`src/brpc_pkg.sv`:
```
// Overview of operation
// - entering D3hot stops secondary clocks low when the clock-stop enable input allows
// - writes requesting D1 or D2 are ignored; state keeps its previous value
// - D3hot to D0 restarts clocks and does a chip reset without secondary reset
// - leaving D3cold runs the normal power-up reset sequence
// - power-management events from downstream are never forwarded
// - primary reset tri-states both buses, resets chip and registers
// - primary and secondary reset inputs are synchronised internally
// - configuration access refused for 16 clocks after primary reset release
// - secondary reset output held while primary reset is asserted
// - secondary reset control bit holds secondary reset until cleared by write
// - secondary reset tri-states all secondary control signals including grants
// - secondary address/data, command/byte enables and parity driven low in bit- or pin-driven secondary reset
// - secondary reset clears posted-write and delayed-transaction buffers
// - configuration accesses still answered during bit-driven secondary reset
// - chip reset bit resets state, tri-states, asserts secondary reset, sets control bit
// - chip reset holds until bit cleared and mask loaded; self-clears within 20 clocks
// - accesses during chip reset are answered with an error; only a write clearing the secondary reset bit takes effect
// - active-low hot-swap event output signals insertion or pending extraction
// - hot-swap LED output shows readiness for insertion or removal
package brpc_pkg;
    // register byte offsets
    localparam logic [11:0] ADDR_CTRL = 12'h000;
    localparam logic [11:0] ADDR_PMCSR = 12'h004;
    localparam logic [11:0] ADDR_DIAG = 12'h008;
    localparam logic [11:0] ADDR_HOTSWAP = 12'h00C;
    localparam logic [11:0] ADDR_STATUS = 12'h010;
    // field positions
    localparam int CTRL_SEC_RST_BIT = 0;
    localparam int DIAG_CHIP_RST_BIT = 0;
    localparam int HS_EVENT_BIT = 0;
    localparam int HS_LED_BIT = 1;
    localparam int HS_EVENT_CLR_BIT = 2;
    // power states
    localparam logic [1:0] PS_D0 = 2'h0;
    localparam logic [1:0] PS_D1 = 2'h1;
    localparam logic [1:0] PS_D2 = 2'h2;
    localparam logic [1:0] PS_D3HOT = 2'h3;
    // timing counts
    localparam int CFG_HOLDOFF_CLKS = 16;
    localparam int CHIP_RST_CLEAR_MAX_CLKS = 20;
    localparam int CHIP_RST_CLEAR_CLKS = 4;
    localparam int CLK_MASK_BITS = 16;
endpackage : brpc_pkg

```
`src/brpc_sync.sv`:
```
`timescale 1ns/1ps
// two-flop level synchroniser, reset to the asserted level
module brpc_sync #(
    parameter logic RESET_VAL = 1'b0
) (
    input wire logic sys_clk_in,
    input wire logic reset_n_in,
    input wire logic async_in,
    output logic sync_out
);
    logic meta_q;

    always_ff @(posedge sys_clk_in) begin
        if (!reset_n_in) begin
            meta_q <= RESET_VAL;
            sync_out <= RESET_VAL;
        end else begin
            meta_q <= async_in;
            sync_out <= meta_q;
        end
    end
endmodule : brpc_sync

```
`src/brpc_top.sv`:
```
`timescale 1ns/1ps
module brpc_top #(
    parameter int HOLDOFF = brpc_pkg::CFG_HOLDOFF_CLKS,
    parameter int MASK_BITS = brpc_pkg::CLK_MASK_BITS
) (
    // clock and reset
    input wire logic sys_clk_in,
    input wire logic reset_n_in,
    // asynchronous reset pins and straps
    input wire logic prim_reset_n_in,
    input wire logic sec_reset_pin_n_in,
    input wire logic sec_clock_stop_enable_in,
    input wire logic clk_mask_bit_in,
    input wire logic clk_mask_valid_in,
    input wire logic sec_clk_free_in,
    input wire logic pme_n_in,
    // apb slave
    input wire logic psel_in,
    input wire logic penable_in,
    input wire logic pwrite_in,
    input wire logic [11:0] paddr_in,
    input wire logic [31:0] pwdata_in,
    output logic [31:0] prdata_out,
    output logic pready_out,
    output logic pslverr_out,
    // secondary bus
    output logic sec_reset_n_out,
    output logic secondary_clock_out,
    output logic prim_bus_oe_out,
    output logic sec_ctrl_oe_out,
    output logic sec_data_oe_out,
    output logic [31:0] secondary_addr_data_out,
    output logic [3:0] secondary_cmd_byte_en_n_out,
    output logic secondary_parity_out,
    output logic buffer_flush_out,
    // hot swap
    output logic hot_swap_event_n_out,
    output logic swap_ready_led_out
);
    // ****************************************
    // reset synchronisation
    // ****************************************
    logic prim_rst_sync;
    logic sec_pin_rst_sync;
    logic prim_rst_n_nonsync;
    logic sec_rst_n_nonsync;

    assign prim_rst_n_nonsync = prim_reset_n_in;
    assign sec_rst_n_nonsync = sec_reset_pin_n_in;

    brpc_sync #(.RESET_VAL(1'b0)) u_prim_sync (
        .sys_clk_in(sys_clk_in),
        .reset_n_in(reset_n_in),
        .async_in(prim_rst_n_nonsync),
        .sync_out(prim_rst_sync)
    );

    brpc_sync #(.RESET_VAL(1'b0)) u_sec_sync (
        .sys_clk_in(sys_clk_in),
        .reset_n_in(reset_n_in),
        .async_in(sec_rst_n_nonsync),
        .sync_out(sec_pin_rst_sync)
    );

    // active-high primary reset, seen either from the system reset or the pin
    logic prim_rst;
    assign prim_rst = !reset_n_in || !prim_rst_sync;

    // ****************************************
    // state
    // ****************************************
    typedef enum {CR_IDLE, CR_WAIT_CLEAR, CR_DONE} brpc_chip_state_t;
    brpc_chip_state_t cr_state_q;
    logic sec_rst_bit_q;
    logic chip_rst_bit_q;
    logic [1:0] pwr_state_q;
    logic [4:0] holdoff_q;
    logic [4:0] clear_cnt_q;
    logic [$clog2(MASK_BITS+1)-1:0] mask_cnt_q;
    logic [MASK_BITS-1:0] clk_mask_q;
    logic mask_loaded_q;
    logic hs_event_q;
    logic hs_led_q;
    logic chip_rst_pulse_q;

    logic wr_en;
    logic rd_en;
    logic accessible;
    logic d3_to_d0;

    // ****************************************
    // access gating
    // ****************************************
    // refused accesses set up outside primary reset still complete on the bus with an error so the master never hangs
    // the secondary reset bit is deliberately absent here so software can still reach us
    assign accessible = (holdoff_q == 5'h00) && (cr_state_q == CR_IDLE) && !chip_rst_pulse_q;
    assign wr_en = psel_in && penable_in && pwrite_in && pready_out && accessible;
    assign rd_en = psel_in && penable_in && !pwrite_in && accessible;

    function automatic logic hit(input logic [11:0] a, input logic [11:0] off);
        hit = (a == off);
    endfunction : hit

    assign d3_to_d0 = wr_en && hit(paddr_in, brpc_pkg::ADDR_PMCSR) &&
        pwr_state_q == brpc_pkg::PS_D3HOT && pwdata_in[1:0] == brpc_pkg::PS_D0;

    // ****************************************
    // configuration hold-off after primary reset
    // ****************************************
    always_ff @(posedge sys_clk_in) begin
        if (prim_rst) begin
            holdoff_q <= 5'(HOLDOFF);
        end else if (holdoff_q != 5'h00) begin
            holdoff_q <= holdoff_q - 5'h01;
        end
    end

    // ****************************************
    // apb answer
    // ****************************************
    always_ff @(posedge sys_clk_in) begin
        if (prim_rst) begin
            pready_out <= 1'b0;
            pslverr_out <= 1'b0;
            prdata_out <= 32'h0000_0000;
        end else begin
            pready_out <= psel_in && !penable_in;
            pslverr_out <= psel_in && !penable_in && !accessible;
            prdata_out <= 32'h0000_0000;
            if (psel_in && !penable_in && !pwrite_in && accessible) begin
                case (paddr_in)
                    brpc_pkg::ADDR_CTRL: prdata_out[brpc_pkg::CTRL_SEC_RST_BIT] <= sec_rst_bit_q;
                    brpc_pkg::ADDR_PMCSR: prdata_out[1:0] <= pwr_state_q;
                    brpc_pkg::ADDR_DIAG: prdata_out[brpc_pkg::DIAG_CHIP_RST_BIT] <= chip_rst_bit_q;
                    brpc_pkg::ADDR_HOTSWAP: begin
                        prdata_out[brpc_pkg::HS_EVENT_BIT] <= hs_event_q;
                        prdata_out[brpc_pkg::HS_LED_BIT] <= hs_led_q;
                    end
                    brpc_pkg::ADDR_STATUS: begin
                        // loaded flag sits just above the widest mask, whatever MASK_BITS is
                        prdata_out[brpc_pkg::CLK_MASK_BITS] <= mask_loaded_q;
                        prdata_out[MASK_BITS-1:0] <= clk_mask_q;
                    end
                    default: prdata_out <= 32'h0000_0000;
                endcase
            end
        end
    end

    // ****************************************
    // power state
    // ****************************************
    always_ff @(posedge sys_clk_in) begin
        if (prim_rst || cr_state_q != CR_IDLE) begin
            pwr_state_q <= brpc_pkg::PS_D0;
        end else if (wr_en && hit(paddr_in, brpc_pkg::ADDR_PMCSR)) begin
            // D1 and D2 are not implemented, so such writes leave the field alone
            if (pwdata_in[1:0] == brpc_pkg::PS_D0 || pwdata_in[1:0] == brpc_pkg::PS_D3HOT) begin
                pwr_state_q <= pwdata_in[1:0];
            end
        end
    end

    // one-cycle internal chip reset on D3hot to D0, clears the secondary reset bit without asserting secondary reset
    always_ff @(posedge sys_clk_in) begin
        if (prim_rst) begin
            chip_rst_pulse_q <= 1'b0;
        end else begin
            chip_rst_pulse_q <= d3_to_d0;
        end
    end

    // ****************************************
    // secondary reset bit and chip reset sequence
    // ****************************************
    logic chip_rst_active;
    assign chip_rst_active = (cr_state_q != CR_IDLE);

    always_ff @(posedge sys_clk_in) begin
        if (prim_rst) begin
            sec_rst_bit_q <= 1'b0;
        end else if (wr_en && hit(paddr_in, brpc_pkg::ADDR_DIAG) && pwdata_in[brpc_pkg::DIAG_CHIP_RST_BIT]) begin
            sec_rst_bit_q <= 1'b1;
        end else if (chip_rst_pulse_q) begin
            sec_rst_bit_q <= 1'b0;
        end else if (cr_state_q == CR_WAIT_CLEAR) begin
            // only clearing is taken while the chip reset is pending
            if (psel_in && penable_in && pwrite_in && pready_out && hit(paddr_in, brpc_pkg::ADDR_CTRL) &&
                !pwdata_in[brpc_pkg::CTRL_SEC_RST_BIT]) begin
                sec_rst_bit_q <= 1'b0;
            end
        end else if (wr_en && hit(paddr_in, brpc_pkg::ADDR_CTRL)) begin
            sec_rst_bit_q <= pwdata_in[brpc_pkg::CTRL_SEC_RST_BIT];
        end
    end

    always_ff @(posedge sys_clk_in) begin
        if (prim_rst) begin
            cr_state_q <= CR_IDLE;
            chip_rst_bit_q <= 1'b0;
            clear_cnt_q <= 5'h00;
        end else begin
            case (cr_state_q)
                CR_IDLE: begin
                    if (wr_en && hit(paddr_in, brpc_pkg::ADDR_DIAG) && pwdata_in[brpc_pkg::DIAG_CHIP_RST_BIT]) begin
                        chip_rst_bit_q <= 1'b1;
                        cr_state_q <= CR_WAIT_CLEAR;
                    end
                end
                CR_WAIT_CLEAR: begin
                    if (!sec_rst_bit_q && mask_loaded_q) begin
                        clear_cnt_q <= 5'(brpc_pkg::CHIP_RST_CLEAR_CLKS);
                        cr_state_q <= CR_DONE;
                    end
                end
                CR_DONE: begin
                    if (clear_cnt_q == 5'h00) begin
                        chip_rst_bit_q <= 1'b0;
                        cr_state_q <= CR_IDLE;
                    end else begin
                        clear_cnt_q <= clear_cnt_q - 5'h01;
                    end
                end
                default: cr_state_q <= CR_IDLE;
            endcase
        end
    end

    // serial clock mask: shifted in after a chip reset begins
    always_ff @(posedge sys_clk_in) begin
        if (prim_rst || (cr_state_q == CR_IDLE && !(wr_en && hit(paddr_in, brpc_pkg::ADDR_DIAG)))) begin
            if (prim_rst) begin
                clk_mask_q <= '0;
            end
            mask_cnt_q <= '0;
            mask_loaded_q <= prim_rst ? 1'b0 : mask_loaded_q;
        end else if (cr_state_q == CR_WAIT_CLEAR && !mask_loaded_q && clk_mask_valid_in) begin
            clk_mask_q <= {clk_mask_q[MASK_BITS-2:0], clk_mask_bit_in};
            mask_cnt_q <= mask_cnt_q + 1'b1;
            if (mask_cnt_q == ($bits(mask_cnt_q))'(MASK_BITS - 1)) begin
                mask_loaded_q <= 1'b1;
            end
        end else if (cr_state_q == CR_IDLE) begin
            mask_loaded_q <= 1'b0;
        end
    end

    // ****************************************
    // secondary bus drive
    // ****************************************
    logic sec_rst_any;
    assign sec_rst_any = prim_rst || sec_rst_bit_q || chip_rst_active || !sec_pin_rst_sync;

    always_ff @(posedge sys_clk_in) begin
        if (!reset_n_in) begin
            sec_reset_n_out <= 1'b0;
            prim_bus_oe_out <= 1'b0;
            sec_ctrl_oe_out <= 1'b0;
            sec_data_oe_out <= 1'b0;
            secondary_addr_data_out <= 32'h0000_0000;
            secondary_cmd_byte_en_n_out <= 4'h0;
            secondary_parity_out <= 1'b0;
            buffer_flush_out <= 1'b1;
        end else begin
            sec_reset_n_out <= !(prim_rst || sec_rst_bit_q || chip_rst_active);
            prim_bus_oe_out <= !(prim_rst || chip_rst_active || chip_rst_pulse_q);
            sec_ctrl_oe_out <= !sec_rst_any;
            // data lines are parked low and driven during bit or pin secondary reset, tri-stated in primary reset or bit-driven chip reset
            sec_data_oe_out <= !(prim_rst || chip_rst_active);
            secondary_addr_data_out <= 32'h0000_0000;
            secondary_cmd_byte_en_n_out <= 4'h0;
            secondary_parity_out <= 1'b0;
            buffer_flush_out <= sec_rst_any || chip_rst_pulse_q;
        end
    end

    // ****************************************
    // secondary clock gating
    // ****************************************
    always_ff @(posedge sys_clk_in) begin
        if (!reset_n_in) begin
            secondary_clock_out <= 1'b0;
        end else if (pwr_state_q == brpc_pkg::PS_D3HOT && sec_clock_stop_enable_in) begin
            secondary_clock_out <= 1'b0;
        end else begin
            secondary_clock_out <= sec_clk_free_in;
        end
    end

    // ****************************************
    // hot swap
    // ****************************************
    // downstream pme_n is deliberately left unconnected inside the bridge
    always_ff @(posedge sys_clk_in) begin
        if (prim_rst || chip_rst_active || chip_rst_pulse_q) begin
            // chip reset of either kind returns the hot swap registers to defaults
            hs_event_q <= 1'b0;
            hs_led_q <= 1'b0;
            hot_swap_event_n_out <= 1'b1;
            swap_ready_led_out <= 1'b0;
        end else begin
            if (wr_en && hit(paddr_in, brpc_pkg::ADDR_HOTSWAP)) begin
                hs_led_q <= pwdata_in[brpc_pkg::HS_LED_BIT];
                if (pwdata_in[brpc_pkg::HS_EVENT_BIT]) begin
                    hs_event_q <= 1'b1;
                end else if (pwdata_in[brpc_pkg::HS_EVENT_CLR_BIT]) begin
                    hs_event_q <= 1'b0;
                end
            end
            hot_swap_event_n_out <= !hs_event_q;
            swap_ready_led_out <= hs_led_q;
        end
    end

    logic unused_ok;
    assign unused_ok = pme_n_in ^ rd_en;
endmodule : brpc_top

```
`config.mk`:
```
export PLATFORM = sky130hd
export DESIGN_NAME = brpc_top
export DESIGN_NICKNAME = d
export VERILOG_FILES = /design/src/brpc_pkg.sv /design/src/brpc_sync.sv /design/src/brpc_top.sv
export SDC_FILE = /design/constraint.sdc
export NUM_CORES = 1
export LEC_CHECK = 0
export BUFFER_PORTS_ARGS = -buffer_cell sky130_fd_sc_hd__buf_2
export CAP_MARGIN = 20
export CORE_ASPECT_RATIO = 0.6
export CORE_MARGIN = 2
export CORE_UTILIZATION = 35
export DETAILED_ROUTE_END_ITERATION = 10
export GPL_TIMING_DRIVEN = 1
export PLACE_DENSITY = 0.7
export SYNTH_ARGS = -nofsm -noshare
export SYNTH_HDL_FRONTEND = slang
export SYNTH_HIERARCHICAL = 1
export SYNTH_SLANG_ARGS = --single-unit
```
`constraint.sdc`:
```
create_clock -name sys_clk_in -period 2.4 [get_ports sys_clk_in]
set_input_delay 0.24 -clock sys_clk_in [delete_from_list [all_inputs] [get_ports sys_clk_in]]
set_output_delay 0.24 -clock sys_clk_in [all_outputs]
set_load 0.01 [all_outputs]
```
==> impl.org <==
** Floorplanning
- The initial utilization of the core area, before any placement, comes to 0.358.
- From left edge to right edge, the die measures 128 um.
- DIE AREA :: 0.0101 sq mm
- In this run the count of I/O pins placed on the die edge is 135.
- From bottom edge to top edge, the die measures 78.7 um.
- The floorplan has 27 rows.
- The core region is 0.00909 sq mm.

** Power and ir drop
- Logic pwr share :: 0.044
- VDD sags by at most 366 uV.
- Leakage :: 1.59 nW
- Sequential Power Share :: 0.471
- Switching power share of the total :: 0.209
- Of the total power, the clock network draws 0.485.
- For this design the ratio of total power to cell area is 712 mW/mm^2.
- The analysis attributes to net switching a power of 0.559 mW.
- The internal portion of the total power is 2.12 mW.

** Synth
- Cell with the most instances after synthesis :: dfxtp_1
- Of the total synthesized cell area, the portion taken by XOR and XNOR cells is 0.0215.
- Gate count of the mapped netlist :: 324
- Top cells by instance count after synthesis :: 55 x dfxtp_1, 52 x buf_4, 22 x and2_1
- Yosys warns :: 6
- Biggest area consumer among synthesized cells :: dfxtp_1
- Post-synthesis average cell area :: 10.0 sq um
- Post-Syn Area :: 0.00325 sq mm
- Post-synth top area share :: 0.338
- The complex-gate fraction of the synthesized area is 0.0538.
- Adder-Cell Fraction of Synth Area :: 0.0269
- Among all flip-flop cells after synthesis, the most frequent one is dfxtp_1.
- Number of flops mapped to enable cells by yosys :: 17
- Number of distinct standard cells referenced by the synthesized netlist :: 48
- Post-synthesis simple-gate area fraction :: 0.237
- Share of the yosys chip area belonging to registers :: 0.495
- Proportion of synthesized area in mux cells :: 0.0131
- After synthesis the netlist holds a flip-flop and latch count of between 70 and 80.
- In the synthesized netlist the async set-or-reset flop fraction comes to 0.
- Sorting the synthesized cells by area gives the leading types as dfxtp_1 34%, edfxtp_1 16%, buf_4 12%, and2_1 4.2%, nor3b_1 3.7%.
- Combinational family with the most area after synthesis :: simple AND/OR/NAND/NOR gates

** Routing
- Dividing the detail-routed wire length by the instance count gives 12.5 um.
- After detailed routing, the number of remaining DRC violations is 0.
- Sum of routed wire length over all layers :: 6.26 mm
- DR vias :: 2,289
- The pre-antenna-repair detailed-routing pass consisted of 4 iterations.
- Number of DRC markers after the initial detailed-route iteration :: 131
- The detail route stage leaves a number of antenna-violating nets equal to 0.
- Dividing the detail-routed via count by the number of cells gives 4.56.

** STA
- RSZ-0062 raised after global routing :: false
- Final slew viol count :: 0
- In the finished design, the share of the clock period the worst path needs comes to 0.895.
- Hold Vio Cnt, Final :: 0
- Final TNS setup :: 0 ns
- Max-Slew Margin vs Limit :: 0.498
- Transition time at the pin with the least slew margin :: 0.745 ns
- Final worst path period need :: 2.15 ns
- Number of failing setup endpoints in the final timing report :: 0
- On the final layout, the worst clock skew is just over 0.005 ns.
- Maximum clock frequency :: 0.466 GHz

** Critical path
- Among cell families on the critical path, the largest total delay comes from simple AND/OR/NAND/NOR gates.
- The worst setup path is captured at a flip-flop.
- Capture point of the worst reg-to-reg path :: prdata_out[1]$_SDFF_PP0_
- Traced cell by cell, the critical path runs through inv_1, ha_1, or4b_4, nor4_4, and4b_4, a32o_1.
- STA puts the critical path data required time at roughly 2.7 ns.
- The largest individual stage delay along the critical path comes from the cell or4b_4.
- Instance count on the critical path :: 6
- CP startpoint :: holdoff_q[0]$_SDFFE_PP0P_
- In this run the worst setup path terminates at prdata_out[1]$_SDFF_PP0_.
- Worst Path Max Fanout :: 16
- For the worst flop-to-flop path, the logic depth is 6.
- Worst setup path class :: reg -> reg
- Worst setup slack for register-to-register paths :: 0.25 ns
- Type of element launching the critical path :: flip-flop
- Counting both buffers and inverters, the worst setup path holds a total of 1.
- For the worst setup path, the data arrival time is 2.41 ns.
- Startpoint of the worst-slack reg-to-reg timing path :: holdoff_q[0]$_SDFFE_PP0P_
- For this run, the slowest stage of the critical path takes 0.55 ns.

** Min path
- The path class of the tightest hold or removal check is in -> reg.

** Global routing
- The via count of the first global-routing pass is 2,138.
- Global-route wire length before repair :: 10.1 mm
- Pin count of the biggest net entering global routing :: 24
- Number of antenna violations at the first check in global routing :: 0
- Summed over all layers, the global routing overflow is 0.
- For this run, the total global-route usage over all layers was measured as 0.129.

** CTS
- Number of clock sinks :: 72
- CTS Root Buffer Type :: clkbuf_16
- The clock passes through at most 2 buffers.
- After clock tree synthesis, the clock-pin slew on the worst setup and hold paths is 0.05 ns.
- Cts bufs inserted :: 9
- The clock reaches the later pin of the worst-skew pair after about 0.33 ns.
- TritonCTS built the clock tree.
- In this run the number of H-tree levels came out at 3.

** Layout
- Of the cells placed in the final design, the portion with a size suffix greater than 1 is 0.212.
- For this run, the share of the core covered by cells in the final layout is 0.414.
- Area of all placed cells without fillers :: approximately 0.0038 sq mm
- The number of antenna diodes in the final layout is 0.
- At the end of the flow, the number of nets in the layout was 444.
- From synthesis to final layout, the design area changed by 15.7%.

** Placed design
- GP Congestion :: 0.851
- Input and output buffers added on the ports amount to 52.
- Area of placed instances :: 0.00347 sq mm
- Hpwl dp :: 4.68 mm

** Flow run
- Max cap viols :: 0

** Run status
- The run finished with clean final reports.
stage by stage:
step,instances,setup slack [ns],power [mW],hold slack (ns)
after global routing,502,0.0898,2.77,0.111
after global placement,486,0.198,1.40,0.384
final,502,0.253,2.68,0.105
after CTS,502,0.120,2.70,0.105
after floorplan,375,0.421,1.42,0.348
after detailed placement,486,0.131,1.40,0.385
flip-flops by register name, indices dropped and copies added (netlist names), 2 cells and up:
name and flops:
cr_state_q 2, holdoff_q 5, mask_cnt_q 5, clear_cnt_q 5
clk_mask_q 16, prdata_out 17, pwr_state_q 2
logic make-up after synthesis:
kind of cell | Yosys count
multiplexers | 4
other | 1
AND/OR/NAND/NOR | 127
adder cells (fa/ha/maj) | 7
flip-flops | 72
buffers and inverters | 77
AO/OA/AOI/OAI | 28
XOR/XNOR | 8
per-layer routing:
metal	vias to the layer above	GRT usage	wire length (um)
met3	10	0.0504	426
li1	1128	-	-
met4	0	0.0473	63
met5	-	0	0
met2	80	0.197	2770
met1	1071	0.166	3000
placed cells by master, fill, tap and decap left out, types with 3 or more instances in the layout:
cell type   n
conb_1     52
and2_1     22
buf_2      52
dfxtp_1    55
clkbuf_16   9
inv_1      12
nand4_1     9
ha_1        7
o21ai_0     4
nor2b_1     4
nand2_1     8
and4_1      4
a21oi_1    12
nor3b_1    16
clkbuf_1    3
xnor2_1     3
nor2_1     18
xor2_1      5
nand3_1    13
buf_4       8
nor3_1     14
edfxtp_1   17
how the worst min path moves through the flow:
stage                                   startpoint                        endpoint  slack, ns  cells after the start
floorplan                 sec_clock_stop_enable_in  secondary_clock_out$_SDFF_PP0_       0.35                      1
global placement    u_sec_sync/sync_out$_SDFF_PN0_     buffer_flush_out$_SDFF_PN1_       0.38                      1
detailed placement  u_sec_sync/sync_out$_SDFF_PN0_     buffer_flush_out$_SDFF_PN1_       0.38                      1
CTS                       sec_clock_stop_enable_in  secondary_clock_out$_SDFF_PP0_       0.10                      2
global route              sec_clock_stop_enable_in  secondary_clock_out$_SDFF_PP0_       0.11                      2
finish                    sec_clock_stop_enable_in  secondary_clock_out$_SDFF_PP0_       0.11                      2
final cells by class:
type,count,area (sq um)
clock buffer,13,250
clock inverter,3,41.3
fill,896,5320
inverter,12,45.0
multi-input combinational,226,1350
sequential,72,1610
tap,116,145
timing repair buffer,60,320
power by group through the flow:
stage / clock network [mW] / registers (mW) / logic (mW)
after floorplan: 0 / 1.28 / 0.137
after global placement: 0 / 1.29 / 0.113
after detailed placement: 0 / 1.29 / 0.116
after CTS: 1.32 / 1.26 / 0.116
after global routing: 1.38 / 1.26 / 0.133
final: 1.30 / 1.26 / 0.119
timing repair:
item                       in CTS  in global routing
gates resized for setup         0                  1
hold buffers                    0                  0
setup buffers                   0                  0
setup endpoints to repair       0                  5
Note: power is estimated with default switching activity, not from simulation.
